## config.mk

```make
export PLATFORM = sky130hd
export DESIGN_NAME = dsb_bus_if
export DESIGN_NICKNAME = d
export VERILOG_FILES = /design/src/core/dsb_pkg.sv /design/src/core/dsb_bus_if.sv
export SDC_FILE = /design/constraint.sdc
export NUM_CORES = 1
export LEC_CHECK = 0
export ABC_AREA = 0
export BUFFER_PORTS_ARGS = -buffer_cell sky130_fd_sc_hd__buf_2
export CORE_MARGIN = 2
export CORE_UTILIZATION = 39
export CTS_BUF_LIST = sky130_fd_sc_hd__clkbuf_4 sky130_fd_sc_hd__clkbuf_8
export CTS_CLUSTER_DIAMETER = 30
export CTS_CLUSTER_SIZE = 8
export DETAILED_ROUTE_END_ITERATION = 8
export PLACE_DENSITY_LB_ADDON = 0.25
export SLEW_MARGIN = 20
export SYNTH_ARGS = -nofsm -noshare
export SYNTH_HDL_FRONTEND = slang
export SYNTH_SLANG_ARGS = --single-unit
```

## constraint.sdc

```tcl
create_clock -name clk_in -period 6.15 [get_ports clk_in]
set_input_delay 0.9225 -clock clk_in [delete_from_list [all_inputs] [get_ports clk_in]]
set_output_delay 0.9225 -clock clk_in [all_outputs]
set_load 0.02 [all_outputs]
```

## src/core/dsb_pkg.sv

```systemverilog
// Constants, types and reset state for the DMA system-bus interface
package dsb_pkg;

    // ------------------------------------------------------------
    // Register organisation
    // ------------------------------------------------------------
    localparam int NUM_CTRL = 21;
    localparam logic [6:0][4:0] GRP_FIRST = {5'h12, 5'h11, 5'h0C, 5'h09, 5'h07, 5'h05, 5'h00};
    localparam logic [6:0][2:0] GRP_SIZE = {3'h2, 3'h0, 3'h4, 3'h2, 3'h1, 3'h1, 3'h4};
    localparam logic [4:0] REG_A_LO = 5'h01;
    localparam logic [4:0] REG_A_HI = 5'h02;
    localparam logic [4:0] REG_LEN_LO = 5'h03;
    localparam logic [4:0] REG_LEN_HI = 5'h04;
    localparam logic [4:0] REG_A_TIM = 5'h06;
    localparam logic [4:0] REG_B_TIM = 5'h08;
    localparam logic [4:0] REG_MASK = 5'h0A;
    localparam logic [4:0] REG_MATCH = 5'h0B;
    localparam logic [4:0] REG_B_LO = 5'h0D;
    localparam logic [4:0] REG_B_HI = 5'h0E;
    localparam logic [4:0] REG_IRQ = 5'h0F;
    localparam logic [4:0] REG_VECTOR = 5'h10;
    localparam logic [4:0] REG_RD_MASK = 5'h13;
    localparam logic [4:0] REG_MODE = 5'h14;

    // ------------------------------------------------------------
    // Field positions and codes
    // ------------------------------------------------------------
    localparam int BASE_PTR_LSB = 3;
    localparam int BASE_CMD_BIT = 7;
    localparam logic [2:0] GRP_CMD = 3'h6;
    localparam logic [3:0] CMD_ENABLE = 4'h1;
    localparam logic [3:0] CMD_DISABLE = 4'h2;
    localparam logic [3:0] CMD_RESET = 4'h3;
    localparam logic [3:0] CMD_LOAD = 4'h4;
    localparam logic [3:0] CMD_INIT_READ = 4'h5;
    localparam logic [3:0] CMD_CLR_STATUS = 4'h6;
    localparam logic [1:0] XFER_BYTE = 2'h0;
    localparam logic [1:0] XFER_BURST = 2'h1;
    localparam int MODE_RDY_HIGH = 2;
    localparam int MODE_WAIT_EN = 3;
    localparam int MODE_A_SRC = 4;
    localparam int TIM_IO = 0;
    localparam int IRQ_EOB = 0;
    localparam int IRQ_MATCH = 1;
    localparam int IRQ_PULSE = 2;
    localparam logic [7:0] RET_BYTE0 = 8'hED;
    localparam logic [7:0] RET_BYTE1 = 8'h4D;
    localparam logic [2:0] LAST_STATUS = 3'h6;

    // ------------------------------------------------------------
    // State
    // ------------------------------------------------------------
    typedef enum logic [3:0] {PH_IDLE, PH_REQ, PH_RD1, PH_RD2, PH_RD3, PH_WR1, PH_WR2, PH_WR3, PH_NEXT} dsb_phase_t;

    typedef struct packed {
        dsb_phase_t phase;
        logic enabled;
        logic [NUM_CTRL-1:0][7:0] ctrl;
        logic [3:0] ptr;
        logic [2:0] grp;
        logic [15:0] a_addr;
        logic [15:0] b_addr;
        logic [15:0] count;
        logic [7:0] data;
        logic [7:0] last;
        logic have_last;
        logic [2:0] rd_idx;
        logic wr_seen;
        logic rd_seen;
        logic fetch_seen;
        logic ed_seen;
        logic in_service;
        logic pending;
        logic xfer;
        logic match;
        logic eob;
        logic [15:0] addr;
        logic addr_oe_n;
        logic [7:0] dout;
        logic data_oe_n;
        logic memory_strobe_n_n;
        logic io_strobe_n_n;
        logic rd_n;
        logic wr_n;
        logic strobe_oe_n;
        logic breq_oe_n;
        logic grant_out_n;
        logic chain_out;
        logic irq_oe_n;
    } dsb_state_t;

    localparam dsb_state_t ST_RESET = '{phase: PH_IDLE, addr_oe_n: 1'b1, data_oe_n: 1'b1, memory_strobe_n_n: 1'b1,
        io_strobe_n_n: 1'b1, rd_n: 1'b1, wr_n: 1'b1, strobe_oe_n: 1'b1, breq_oe_n: 1'b1, grant_out_n: 1'b1,
        irq_oe_n: 1'b1, default: '0};

endpackage

```

## src/core/dsb_bus_if.sv

```systemverilog
// Single-channel DMA system-bus interface, register file and chains
`timescale 1ns/1ps
module dsb_bus_if (
    input wire logic clk_in,
    input wire logic rst_b_in,
    output logic [15:0] addr_out,
    output logic addr_oe_n_out,
    input wire logic [7:0] data_in,
    output logic [7:0] data_out,
    output logic data_oe_n_out,
    input wire logic bus_grant_in_n_in,
    output logic bus_grant_out_n_out,
    input wire logic bus_request_n_in,
    output logic bus_request_n_out,
    output logic bus_request_oe_n_out,
    input wire logic chip_sel_wait_n_in,
    input wire logic io_strobe_n_in,
    output logic io_strobe_n_out,
    output logic memory_strobe_n_out,
    input wire logic rd_n_in,
    output logic rd_n_out,
    input wire logic wr_n_in,
    output logic wr_n_out,
    output logic strobe_oe_n_out,
    input wire logic irq_chain_in_in,
    output logic irq_chain_out_out,
    output logic irq_n_out,
    output logic irq_oe_n_out,
    input wire logic opcode_fetch_n_in,
    input wire logic ready_in,
    output logic enabled_out
);

    dsb_pkg::dsb_state_t state_ff;
    dsb_pkg::dsb_state_t nxt_state;

    // ------------------------------------------------------------
    // Helpers
    // ------------------------------------------------------------
    function automatic logic [2:0] next_rd(input logic [2:0] i, input logic [7:0] m);
        logic [2:0] r;
        logic [2:0] j;
        logic hit;
        r = i;
        hit = 1'b0;
        for (int k = 1; k <= 7; k++)
        begin
            j = 3'((int'(i) + k) % 7);
            if (!hit && !m[j])
            begin
                r = j;
                hit = 1'b1;
            end
        end
        return r;
    endfunction

    function automatic logic [7:0] readback(input dsb_pkg::dsb_state_t s, input logic [2:0] i,
        input logic rdy);
        case (i)
            3'h0: readback = {2'b00, s.eob, s.match, s.pending, 1'b0, rdy, s.xfer};
            3'h1: readback = s.count[7:0];
            3'h2: readback = s.count[15:8];
            3'h3: readback = s.a_addr[7:0];
            3'h4: readback = s.a_addr[15:8];
            3'h5: readback = s.b_addr[7:0];
            3'h6: readback = s.b_addr[15:8];
            default: readback = 8'h00;
        endcase
    endfunction

    // ------------------------------------------------------------
    // Next state
    // ------------------------------------------------------------
    always_comb
    begin
        logic master;
        logic rdy_act;
        logic wait_hold;
        logic host_wr;
        logic host_rd;
        logic fetch;
        logic ack;
        logic src_a;
        logic src_io;
        logic dst_io;
        logic last_byte;
        logic [7:0] mode;
        logic [7:0] irqc;
        logic [3:0] sel;
        logic [4:0] idx;
        logic [2:0] g;
        logic [1:0] low;
        master = 1'b0;
        rdy_act = 1'b0;
        wait_hold = 1'b0;
        host_wr = 1'b0;
        host_rd = 1'b0;
        fetch = 1'b0;
        ack = 1'b0;
        src_a = 1'b0;
        src_io = 1'b0;
        dst_io = 1'b0;
        last_byte = 1'b0;
        mode = '0;
        irqc = '0;
        sel = '0;
        idx = '0;
        g = '0;
        low = '0;
        nxt_state = state_ff;

        mode = state_ff.ctrl[dsb_pkg::REG_MODE];
        irqc = state_ff.ctrl[dsb_pkg::REG_IRQ];
        master = (state_ff.phase != dsb_pkg::PH_IDLE) && (state_ff.phase != dsb_pkg::PH_REQ);
        rdy_act = (ready_in == mode[dsb_pkg::MODE_RDY_HIGH]);
        wait_hold = mode[dsb_pkg::MODE_WAIT_EN] && !chip_sel_wait_n_in;
        src_a = mode[dsb_pkg::MODE_A_SRC];
        src_io = src_a ? state_ff.ctrl[dsb_pkg::REG_A_TIM][dsb_pkg::TIM_IO]
                       : state_ff.ctrl[dsb_pkg::REG_B_TIM][dsb_pkg::TIM_IO];
        dst_io = src_a ? state_ff.ctrl[dsb_pkg::REG_B_TIM][dsb_pkg::TIM_IO]
                       : state_ff.ctrl[dsb_pkg::REG_A_TIM][dsb_pkg::TIM_IO];

        // Slave decode is blocked while master, so the pins we drive never decode as host access
        host_wr = !master && !chip_sel_wait_n_in && !io_strobe_n_in && !wr_n_in && opcode_fetch_n_in;
        host_rd = !master && !chip_sel_wait_n_in && !io_strobe_n_in && !rd_n_in && opcode_fetch_n_in;
        ack = !master && !opcode_fetch_n_in && !io_strobe_n_in;
        fetch = !master && !opcode_fetch_n_in && !rd_n_in && io_strobe_n_in;
        nxt_state.wr_seen = host_wr;
        nxt_state.rd_seen = host_rd;
        nxt_state.fetch_seen = fetch;

        // ------------------------------------------------------------
        // Register writes
        // ------------------------------------------------------------
        if (host_wr && !state_ff.wr_seen)
        begin
            nxt_state.enabled = 1'b0;
            if (state_ff.ptr != 4'h0)
            begin
                for (int b = 3; b >= 0; b--)
                    if (state_ff.ptr[b])
                        low = 2'(b);
                idx = 5'(dsb_pkg::GRP_FIRST[state_ff.grp] + 5'(low) + 5'h01);
                nxt_state.ctrl[idx] = data_in;
                nxt_state.ptr[low] = 1'b0;
            end
            else if (data_in[2:0] != 3'h7)
            begin
                g = data_in[2:0];
                nxt_state.grp = g;
                nxt_state.ctrl[dsb_pkg::GRP_FIRST[g]] = data_in;
                sel = data_in[dsb_pkg::BASE_PTR_LSB +: 4] & 4'((5'h01 << dsb_pkg::GRP_SIZE[g]) - 5'h01);
                if (g == dsb_pkg::GRP_CMD && data_in[dsb_pkg::BASE_CMD_BIT])
                begin
                    sel = '0;
                    case (data_in[dsb_pkg::BASE_PTR_LSB +: 4])
                        dsb_pkg::CMD_ENABLE: nxt_state.enabled = 1'b1;
                        dsb_pkg::CMD_RESET:
                        begin
                            nxt_state.pending = 1'b0;
                            nxt_state.in_service = 1'b0;
                            nxt_state.xfer = 1'b0;
                            nxt_state.match = 1'b0;
                            nxt_state.eob = 1'b0;
                            nxt_state.have_last = 1'b0;
                        end
                        dsb_pkg::CMD_LOAD:
                        begin
                            nxt_state.a_addr = {state_ff.ctrl[dsb_pkg::REG_A_HI], state_ff.ctrl[dsb_pkg::REG_A_LO]};
                            nxt_state.b_addr = {state_ff.ctrl[dsb_pkg::REG_B_HI], state_ff.ctrl[dsb_pkg::REG_B_LO]};
                            nxt_state.count = '0;
                            nxt_state.have_last = 1'b0;
                        end
                        dsb_pkg::CMD_INIT_READ:
                            nxt_state.rd_idx = next_rd(dsb_pkg::LAST_STATUS, state_ff.ctrl[dsb_pkg::REG_RD_MASK]);
                        dsb_pkg::CMD_CLR_STATUS:
                        begin
                            nxt_state.match = 1'b0;
                            nxt_state.eob = 1'b0;
                            nxt_state.xfer = 1'b0;
                        end
                        default: ;
                    endcase
                end
                nxt_state.ptr = sel;
            end
        end

        // ------------------------------------------------------------
        // Status reads, acknowledge and return watch
        // ------------------------------------------------------------
        if (!master)
        begin
            nxt_state.data_oe_n = 1'b1;
            if (ack && state_ff.pending && irq_chain_in_in)
            begin
                nxt_state.dout = state_ff.ctrl[dsb_pkg::REG_VECTOR];
                nxt_state.data_oe_n = 1'b0;
                nxt_state.pending = 1'b0;
                nxt_state.in_service = 1'b1;
            end
            else if (host_rd)
            begin
                nxt_state.dout = readback(state_ff, state_ff.rd_idx, rdy_act);
                nxt_state.data_oe_n = 1'b0;
            end
            if (state_ff.rd_seen && !host_rd)
                nxt_state.rd_idx = next_rd(state_ff.rd_idx, state_ff.ctrl[dsb_pkg::REG_RD_MASK]);
            if (fetch && !state_ff.fetch_seen)
            begin
                nxt_state.ed_seen = (data_in == dsb_pkg::RET_BYTE0);
                if (state_ff.ed_seen && data_in == dsb_pkg::RET_BYTE1 && irq_chain_in_in)
                    nxt_state.in_service = 1'b0;
            end
            nxt_state.irq_oe_n = !(state_ff.pending && irq_chain_in_in && !state_ff.in_service);
        end
        else
            nxt_state.irq_oe_n = 1'b1;

        // ------------------------------------------------------------
        // Transfer sequencing
        // ------------------------------------------------------------
        case (state_ff.phase)
            dsb_pkg::PH_IDLE:
                if (state_ff.enabled && rdy_act && bus_request_n_in)
                begin
                    nxt_state.breq_oe_n = 1'b0;
                    nxt_state.phase = dsb_pkg::PH_REQ;
                end
            dsb_pkg::PH_REQ:
                if (!bus_grant_in_n_in)
                    nxt_state.phase = dsb_pkg::PH_RD1;
            dsb_pkg::PH_RD1:
            begin
                nxt_state.addr = src_a ? state_ff.a_addr : state_ff.b_addr;
                nxt_state.addr_oe_n = 1'b0;
                nxt_state.strobe_oe_n = 1'b0;
                nxt_state.data_oe_n = 1'b1;
                nxt_state.phase = dsb_pkg::PH_RD2;
            end
            dsb_pkg::PH_RD2:
            begin
                nxt_state.memory_strobe_n_n = src_io;
                nxt_state.io_strobe_n_n = !src_io;
                nxt_state.rd_n = 1'b0;
                if (!state_ff.rd_n && !wait_hold)
                begin
                    nxt_state.data = data_in;
                    // The compare looks at the byte before this one
                    if (state_ff.have_last && (((state_ff.last ^ state_ff.ctrl[dsb_pkg::REG_MATCH])
                        & ~state_ff.ctrl[dsb_pkg::REG_MASK]) == 8'h00))
                    begin
                        nxt_state.match = 1'b1;
                        if (irqc[dsb_pkg::IRQ_MATCH])
                            nxt_state.pending = 1'b1;
                    end
                    nxt_state.last = data_in;
                    nxt_state.have_last = 1'b1;
                    nxt_state.phase = dsb_pkg::PH_RD3;
                end
            end
            dsb_pkg::PH_RD3:
            begin
                nxt_state.memory_strobe_n_n = 1'b1;
                nxt_state.io_strobe_n_n = 1'b1;
                nxt_state.rd_n = 1'b1;
                nxt_state.phase = dsb_pkg::PH_WR1;
            end
            dsb_pkg::PH_WR1:
            begin
                nxt_state.addr = src_a ? state_ff.b_addr : state_ff.a_addr;
                nxt_state.dout = state_ff.data;
                nxt_state.data_oe_n = 1'b0;
                nxt_state.phase = dsb_pkg::PH_WR2;
            end
            dsb_pkg::PH_WR2:
            begin
                nxt_state.memory_strobe_n_n = dst_io;
                nxt_state.io_strobe_n_n = !dst_io;
                nxt_state.wr_n = 1'b0;
                if (!state_ff.wr_n && !wait_hold)
                    nxt_state.phase = dsb_pkg::PH_WR3;
            end
            dsb_pkg::PH_WR3:
            begin
                nxt_state.memory_strobe_n_n = 1'b1;
                nxt_state.io_strobe_n_n = 1'b1;
                nxt_state.wr_n = 1'b1;
                nxt_state.xfer = 1'b1;
                nxt_state.count = state_ff.count + 16'h0001;
                // I/O ports keep a fixed address, memory ports step up
                if (!state_ff.ctrl[dsb_pkg::REG_A_TIM][dsb_pkg::TIM_IO])
                    nxt_state.a_addr = state_ff.a_addr + 16'h0001;
                if (!state_ff.ctrl[dsb_pkg::REG_B_TIM][dsb_pkg::TIM_IO])
                    nxt_state.b_addr = state_ff.b_addr + 16'h0001;
                if (irqc[dsb_pkg::IRQ_PULSE] && nxt_state.count[7:0] == 8'h00)
                    nxt_state.irq_oe_n = 1'b0;
                last_byte = (state_ff.count == {state_ff.ctrl[dsb_pkg::REG_LEN_HI],
                    state_ff.ctrl[dsb_pkg::REG_LEN_LO]});
                if (last_byte)
                begin
                    nxt_state.eob = 1'b1;
                    nxt_state.enabled = 1'b0;
                    if (irqc[dsb_pkg::IRQ_EOB])
                        nxt_state.pending = 1'b1;
                end
                // Bus is only given up at a byte boundary, never taken away mid-operation
                if (last_byte || mode[1:0] == dsb_pkg::XFER_BYTE
                    || (mode[1:0] == dsb_pkg::XFER_BURST && !rdy_act))
                begin
                    nxt_state.phase = dsb_pkg::PH_IDLE;
                    {nxt_state.breq_oe_n, nxt_state.irq_oe_n} = 2'b11;
                    nxt_state.addr_oe_n = 1'b1;
                    nxt_state.strobe_oe_n = 1'b1;
                    nxt_state.data_oe_n = 1'b1;
                end
                else
                    nxt_state.phase = dsb_pkg::PH_NEXT;
            end
            dsb_pkg::PH_NEXT:
            begin
                // Continuous mode pauses here, still master, until ready returns
                nxt_state.data_oe_n = 1'b1;
                if (rdy_act)
                    nxt_state.phase = dsb_pkg::PH_RD1;
            end
            default: nxt_state.phase = dsb_pkg::PH_IDLE;
        endcase

        nxt_state.grant_out_n = bus_grant_in_n_in || (nxt_state.phase != dsb_pkg::PH_IDLE);
        nxt_state.chain_out = irq_chain_in_in && !nxt_state.in_service;
    end

    always_ff @(posedge clk_in)
    begin
        if (!rst_b_in)
            state_ff <= dsb_pkg::ST_RESET;
        else
            state_ff <= nxt_state;
    end

    // ------------------------------------------------------------
    // Outputs
    // ------------------------------------------------------------
    assign addr_out = state_ff.addr;
    assign addr_oe_n_out = state_ff.addr_oe_n;
    assign data_out = state_ff.dout;
    assign data_oe_n_out = state_ff.data_oe_n;
    assign bus_grant_out_n_out = state_ff.grant_out_n;
    assign bus_request_n_out = state_ff.breq_oe_n;
    assign bus_request_oe_n_out = state_ff.breq_oe_n;
    assign io_strobe_n_out = state_ff.io_strobe_n_n;
    assign memory_strobe_n_out = state_ff.memory_strobe_n_n;
    assign rd_n_out = state_ff.rd_n;
    assign wr_n_out = state_ff.wr_n;
    assign strobe_oe_n_out = state_ff.strobe_oe_n;
    assign irq_chain_out_out = state_ff.chain_out;
    assign irq_n_out = state_ff.irq_oe_n;
    assign irq_oe_n_out = state_ff.irq_oe_n;
    assign enabled_out = state_ff.enabled;

endmodule // dsb_bus_if

```

Word-level counts from Yosys, hierarchy flattened
Memories as Yosys holds them, arrays and structs flattened. A register that Yosys moved wholly into a read port is not among the register bits.
Index checks and enable logic that the tools add are counted.
W data, S select, Z words.

cells by class
  add/sub/neg operators = 13
  divide/modulo/power cells = 7
  order comparisons = 15
  eq/ne operators = 32
  shift operators = 1
  multiplexer cells = 180
  bitwise operators = 8
  reductions and logical operators = 124

operators by type and width
  operator                 count
  $mux W224                2
  $bwmux W168              2
  $mod A32 B4 Y32 const B  7
  $mux W172                1
  $mux W48                 3
  $mux W1                  92
  $demux W8 S5             2
  $mux W16                 4
  $mux W3                  21
  $pmux W8 S7              1
  $mux W51                 1
  $add A16 B1 Y16 const B  3
  $logic_and A1 B1 Y1      45
  $mux W4                  11
  $logic_not A1 Y1         42
  $lt A3 B4 Y1 const B     9
  $pmux W4 S9              1
  $pmux W16 S2             1
  $mux W5                  6
  $eq A4 B3 Y1 const B     7
  $mux W9                  3
  $mux W8                  3
  $reduce_bool A2 Y1       11
  $bmux W1 S3              7
  other kinds (49)         95

storage, ports and cells
  register bits = 284
  bits in read-only memories = 104
  bits of input ports = 19
  output and inout bits = 38
  logic and storage cells = 436
  memories = 3

memory list
  memory           depth  bits a word  read ports  clocked after Yosys merged registers in  write ports  line               text
  (no name shown)  8      5            1           0                                        0            dsb_bus_if.sv:152  nxt_state.ctrl[dsb_pkg::GRP_FIRST[g]] = data_in;
  (no name shown)  8      5            1           1                                        0            dsb_bus_if.sv:144  idx = 5'(dsb_pkg::GRP_FIRST[state_ff.grp] + 5'(low) + 5'h01);
  (no name shown)  8      3            1           0                                        0            dsb_bus_if.sv:153  sel = data_in[dsb_pkg::BASE_PTR_LSB +: 4] & 4'((5'h01 << dsb_pkg::GRP_SIZE[g]) - 5'h01);

Longest topological paths before layout
  word-level depth = 59
  gate-level depth with buffers = 23
  depth with buffers taken out = 18

Least setup slack after synthesis
No wires, ideal clock.

  path type = flip-flop to flip-flop
  start = register state_ff[44] in the netlist's numbering
  end = register state_ff[44] in the netlist's numbering
  setup time = 0.087 ns
  arrival time = 5.183 ns
  data required time = 6.063 ns
  setup slack = 0.880 ns
  stages on the path, launching flop included = 24
  buffers on the path = 6
  clock period less this slack = 5.270 ns
  cell sequence = dfxtp_1 > buf_2 > buf_1 > clkbuf_1 > inv_1 > ha_1 > buf_2 > inv_1 > ha_1 > ha_1 > a31oi_1 > xnor2_2 > inv_1 > ha_1 > clkbuf_1 > a2111oi_2 > or2_1 > buf_4 > a211oi_1 > a211oi_1 > o22ai_1 > or3_1 > o21a_1 > o31ai_1

on the way
  word-level cells in the longest chain between the ends = 37
  elaborated cells on any way between the ends = 79
  classes of those cells = add/sub (7); div (7); eq/ne (1); mux (46); reduce/logical (18)

ends and longest elaborated chain
  item                           line               text
  start: declaration             dsb_bus_if.sv:34   dsb_pkg::dsb_state_t state_ff;
  start signal: assignment       dsb_bus_if.sv:338  state_ff <= dsb_pkg::ST_RESET;
  start signal: assignment       dsb_bus_if.sv:340  state_ff <= nxt_state;
  $add A3 B1 Y4                  dsb_bus_if.sv:48   j = 3'((int'(i) + k) % 7);
  $mod A32 B4 Y32                dsb_bus_if.sv:48
  $bmux W1 S3                    dsb_bus_if.sv:49   if (!hit && !m[j])
  $mux W1 (not written as such)  dsb_bus_if.sv:49
  $mux W1                        dsb_bus_if.sv:49
  $mux W1                        dsb_bus_if.sv:208  if (state_ff.rd_seen && !host_rd)
  $mux W1                        dsb_bus_if.sv:193  if (!master)
  $logic_not A1 Y1               dsb_bus_if.sv:49
  [... 21 more ...]              -
  $mux W1                        dsb_bus_if.sv:49
  $mux W1                        dsb_bus_if.sv:208
  $mux W1                        dsb_bus_if.sv:193
  $logic_not A1 Y1               dsb_bus_if.sv:49
  $logic_and A1 B1 Y1            dsb_bus_if.sv:49
  $mux W3                        dsb_bus_if.sv:49
  $mux W3                        dsb_bus_if.sv:208
  $mux W3                        dsb_bus_if.sv:193

Several ways; a longest one is shown, not always the timed one. The select of a mux whose other input is x is not followed.
A chain may end at the register's enable or synchronous reset.

Final worst setup path
  start = register state_ff[45] in the netlist's numbering
  end = register state_ff[44] in the netlist's numbering

The elaborated chain is that of the path after synthesis.

==> summary.md <==
| Metric | Value |
|---|---|
| Final worst slack | 0.8196 ns |
| Drc violations | 0 |
| P&R area growth vs syn | 12.74% |
| Layout cell share with drive strength beyond 1 | 14.03% |
| Vias in the first global route | 11.02k |
| Port Buf Inserts | 56 |
| Post-DP HPWL | 26830 µm |
| Cells after Synth | 1564 |
| Simple-gate share of the synthesized area | 24.28% |
| Max Cap Viol | 0 |
| XOR/XNOR Fraction of Synth Area | 4.175% |
| Die area | 35300 µm² |
| Cells after DPL | 1957 |
| Ys async rst share | 0% |
| Post-CTS Resized | 0 |
| CTS tree | yes |
| Slowest cell on the critical path | ha_1 |
| Avg WL per Cell | 19.17 µm |
| Setup Skew | 0.01721 ns |
| Count leader, synth | dfxtp_1 |
| CTS Buf Count | 51 |
| CP dominant cell by count | ha_1 |
| First-pass GRT wire length | 61550 µm |
| HP Start | state_ff[40] |
| Hold Crit Endpoint | state_ff[40] |
| Post-layout instance area | 14860 µm² |
| Gp weighted congestion | 0.9126 |
| Critical path's largest stage delay | 0.74 ns |
| Measured slew at the worst slew-check pin | 1.102 ns |
| I/O pins | 57 |
| Top cells by area, synth | dfxtp_1 (32%), mux2i_1 (8.3%), nor2b_1 (6.5%) |
| Top_reg_cell synth | dfxtp_1 |
| Initial Util | 39.42% |
| GRT Util Overall | 21.80% |
| Worst slack, placed | 0.9482 ns |
| Area of the core | 33450 µm² |
| Setup_tns | 0 ns |
| Row cnt | 67 |
| Clock period minus worst slack | 5.330 ns |
| Gate power share | 16.8% |
| Total wire length | 39350 µm |
| Worst r2r src | state_ff[45] |
| Top cell type by total area after synthesis | dfxtp_1 |
| Pint | 2.974 mW |
| Antenna violations before repair | 0 |
| H-tree depth | 2 |
| DP Area | 13570 µm² |
| Net Count, Synth | 1624 |
| R2r setup slk | 0.82 ns |
| Die H | 187.9 µm |
| CP arrival | 5.82 ns |
| Deepest clock path buffer count | 3 |
| Crit end category | register |
| Synth Area per Inst | 8.430 µm² |
| Post-CTS Setup Bufs | 0 |
| Largest net degree at the start of global routing | 85 |
| VDD IR max | 0.1974 mV |
| Sequential fraction of the synthesis area | 31.88% |
| Final critical-path share of the clock period | 86.67% |
| Kind of critical path | reg -> reg |
| Worst-path cell chain | clkinv_1 > ha_1 > inv_1 > ha_1 > ha_1 > a31oi_1 > xnor2_2 > inv_1 > ha_1 > a2111oi_2 > or2_1 > a211oi_1 > o41ai_2 > o22ai_1 > or3_1 > o21a_1 > o31ai_1 |
| Number of flops mapped to enable cells by yosys | 0 |
| Fin nets | 1622 |
| Final antenna-violating net count | 0 |
| Psw | 1.174 mW |
| Synthesized cell area | 13190 µm² |
| HP Class | reg -> reg |
| Post-synth cell types | 92 |
| Largest family of logic cells by synthesized area | simple AND/OR/NAND/NOR gates |
| Hold path cells | 2 |
| Clock Pin Slew Worst Setup and Hold Paths | 0.05 ns |
| Yosys top cell area share | 31.88% |
| PD cells | 279.0 nW/µm² |
| Final Max Tran Viols | 0 |
| Slew Limit Headroom | 26.07% |
| Util after Layout | 44.44% |
| Sequential share of power | 33.1% |
| Sw Ratio | 28.31% |
| Post-synth top cells | dfxtp_1 (210), nand2_1 (137), nor2b_1 (136) |
| Post-synthesis adder-cell area fraction | 3.948% |
| Run status | completed |
| Clock network power share | 50.1% |
| Static leakage power | 5.984 nW |
| Remaining Overflow, GRT | 0 |
| Pre-Repair DR Iteration Count | 6 |
| Die width | 187.9 µm |
| Final hold vios | 0 |
| Root buf cell | clkbuf_8 |
| Worst setup SP type | register |
| ANT cells | 0 |
| Clk_lat worst skew | 0.58 ns |
| Unrepaired setup endpoints after global routing | no |
| Maximum clock frequency | 0.1876 GHz |
| Mux cell area share after synthesis | 10.50% |
| Final setup viols | 0 |
| Routed vias/inst | 5.715 |
| Required time of the critical path | 6.64 ns |
| Syn. warnings | 0 |
| CP Max Fanout | 15 |
| Synth Area in Compound Gates | 19.36% |
| 1st-iter DRT viols | 900 |
| R2R Path End | state_ff[44] |
| Seq cells post-synth | 210 |
| TritonCTS Sinks | 210 |
| R2R cell count | 17 |
| Non-Filler Instances | 2052 |
| Post-CTS Hold Buffers | 0 |
| Routed vias | 11.73k |
worst max path at each step:
stage            startpoint      endpoint  slack (ns)  depth (start not counted)
4_1_cts        state_ff[45]  state_ff[44]        0.90                         17
3_3_place_gp   state_ff[45]  state_ff[44]        1.14                         17
3_5_place_dp   state_ff[45]  state_ff[44]        0.95                         17
2_1_floorplan  state_ff[44]  state_ff[44]        0.88                         23
6_report       state_ff[45]  state_ff[44]        0.82                         17
5_1_grt        state_ff[45]  state_ff[44]        0.48                         17
power by group through the flow:
stage                     Sequential, mW  Clock, mW  Combinational (mW)
after floorplan                     1.40          0               0.531
after global placement              1.40          0               0.666
after detailed placement            1.40          0               0.681
after CTS                           1.37       2.12               0.686
after global routing                1.37       2.19               0.767
final                               1.37       2.08               0.695
stage by stage:
stage	total power, mW	hold slack, ns
after CTS	4.179	0.4794
final	4.148	0.4799
after detailed placement	2.083	0.4720
after global placement	2.067	0.4620
after floorplan	1.934	0.4496
after global routing	4.328	0.5041
logic make-up (layout without fill, tap and decap cells):
kind of cell / after synthesis / in the layout
muxes: 128 / 128
buffers and inverters: 166 / 206
adders and majority gates: 41 / 41
and+or+nand+nor: 601 / 601
DFF: 210 / 210
xor gates and xnor gates: 59 / 59
AOI/OAI and AO/OA: 359 / 359
critical path, delay by kind of cell, from the launching register on:
kind            cells  cell delay (ns)
compound gates      7             1.70
fa+ha+maj           4             1.53
simple gates        2             0.77
buf+inv             3             0.65
flops               1             0.33
xor+xnor            1             0.24
cells in the final DEF, fill, tap and decap left out, types with 21 or more instances in the layout:
cell / instances
a21boi_0: 24
a21oi_1: 52
a22oi_1: 34
and3_1: 26
buf_2: 55
buf_4: 21
clkbuf_8: 61
dfxtp_1: 210
ha_1: 40
inv_1: 31
mux2i_1: 109
nand2_1: 137
nand3_1: 44
nor2_1: 97
nor2b_1: 136
nor3_1: 46
o211a_1: 21
o21ai_0: 61
xnor2_1: 44
area by class of cell:
| type | instances | area [µm²] |
|---|---|---|
| Fill cell | 3307 | 18580 |
| Multi-Input combinational cell | 1188 | 8238 |
| Sequential cell | 210 | 4204 |
| Clock buffer | 62 | 847.1 |
| Tap cell | 448 | 560.5 |
| Clock inverter | 33 | 450.4 |
| Timing Repair Buffer | 76 | 432.9 |
| Inverter | 35 | 131.4 |
layer usage:
layer / wire (µm) / part of all wire [%] / global-route usage, %
met1: 17190 / 44 / 28.20
met2: 18450 / 47 / 35.85
met3: 2381 / 6.1 / 3.856
met4: 1321 / 3.4 / 9.025
met5: 0 / 0 / 0
Power figures use the tool's default switching activity.
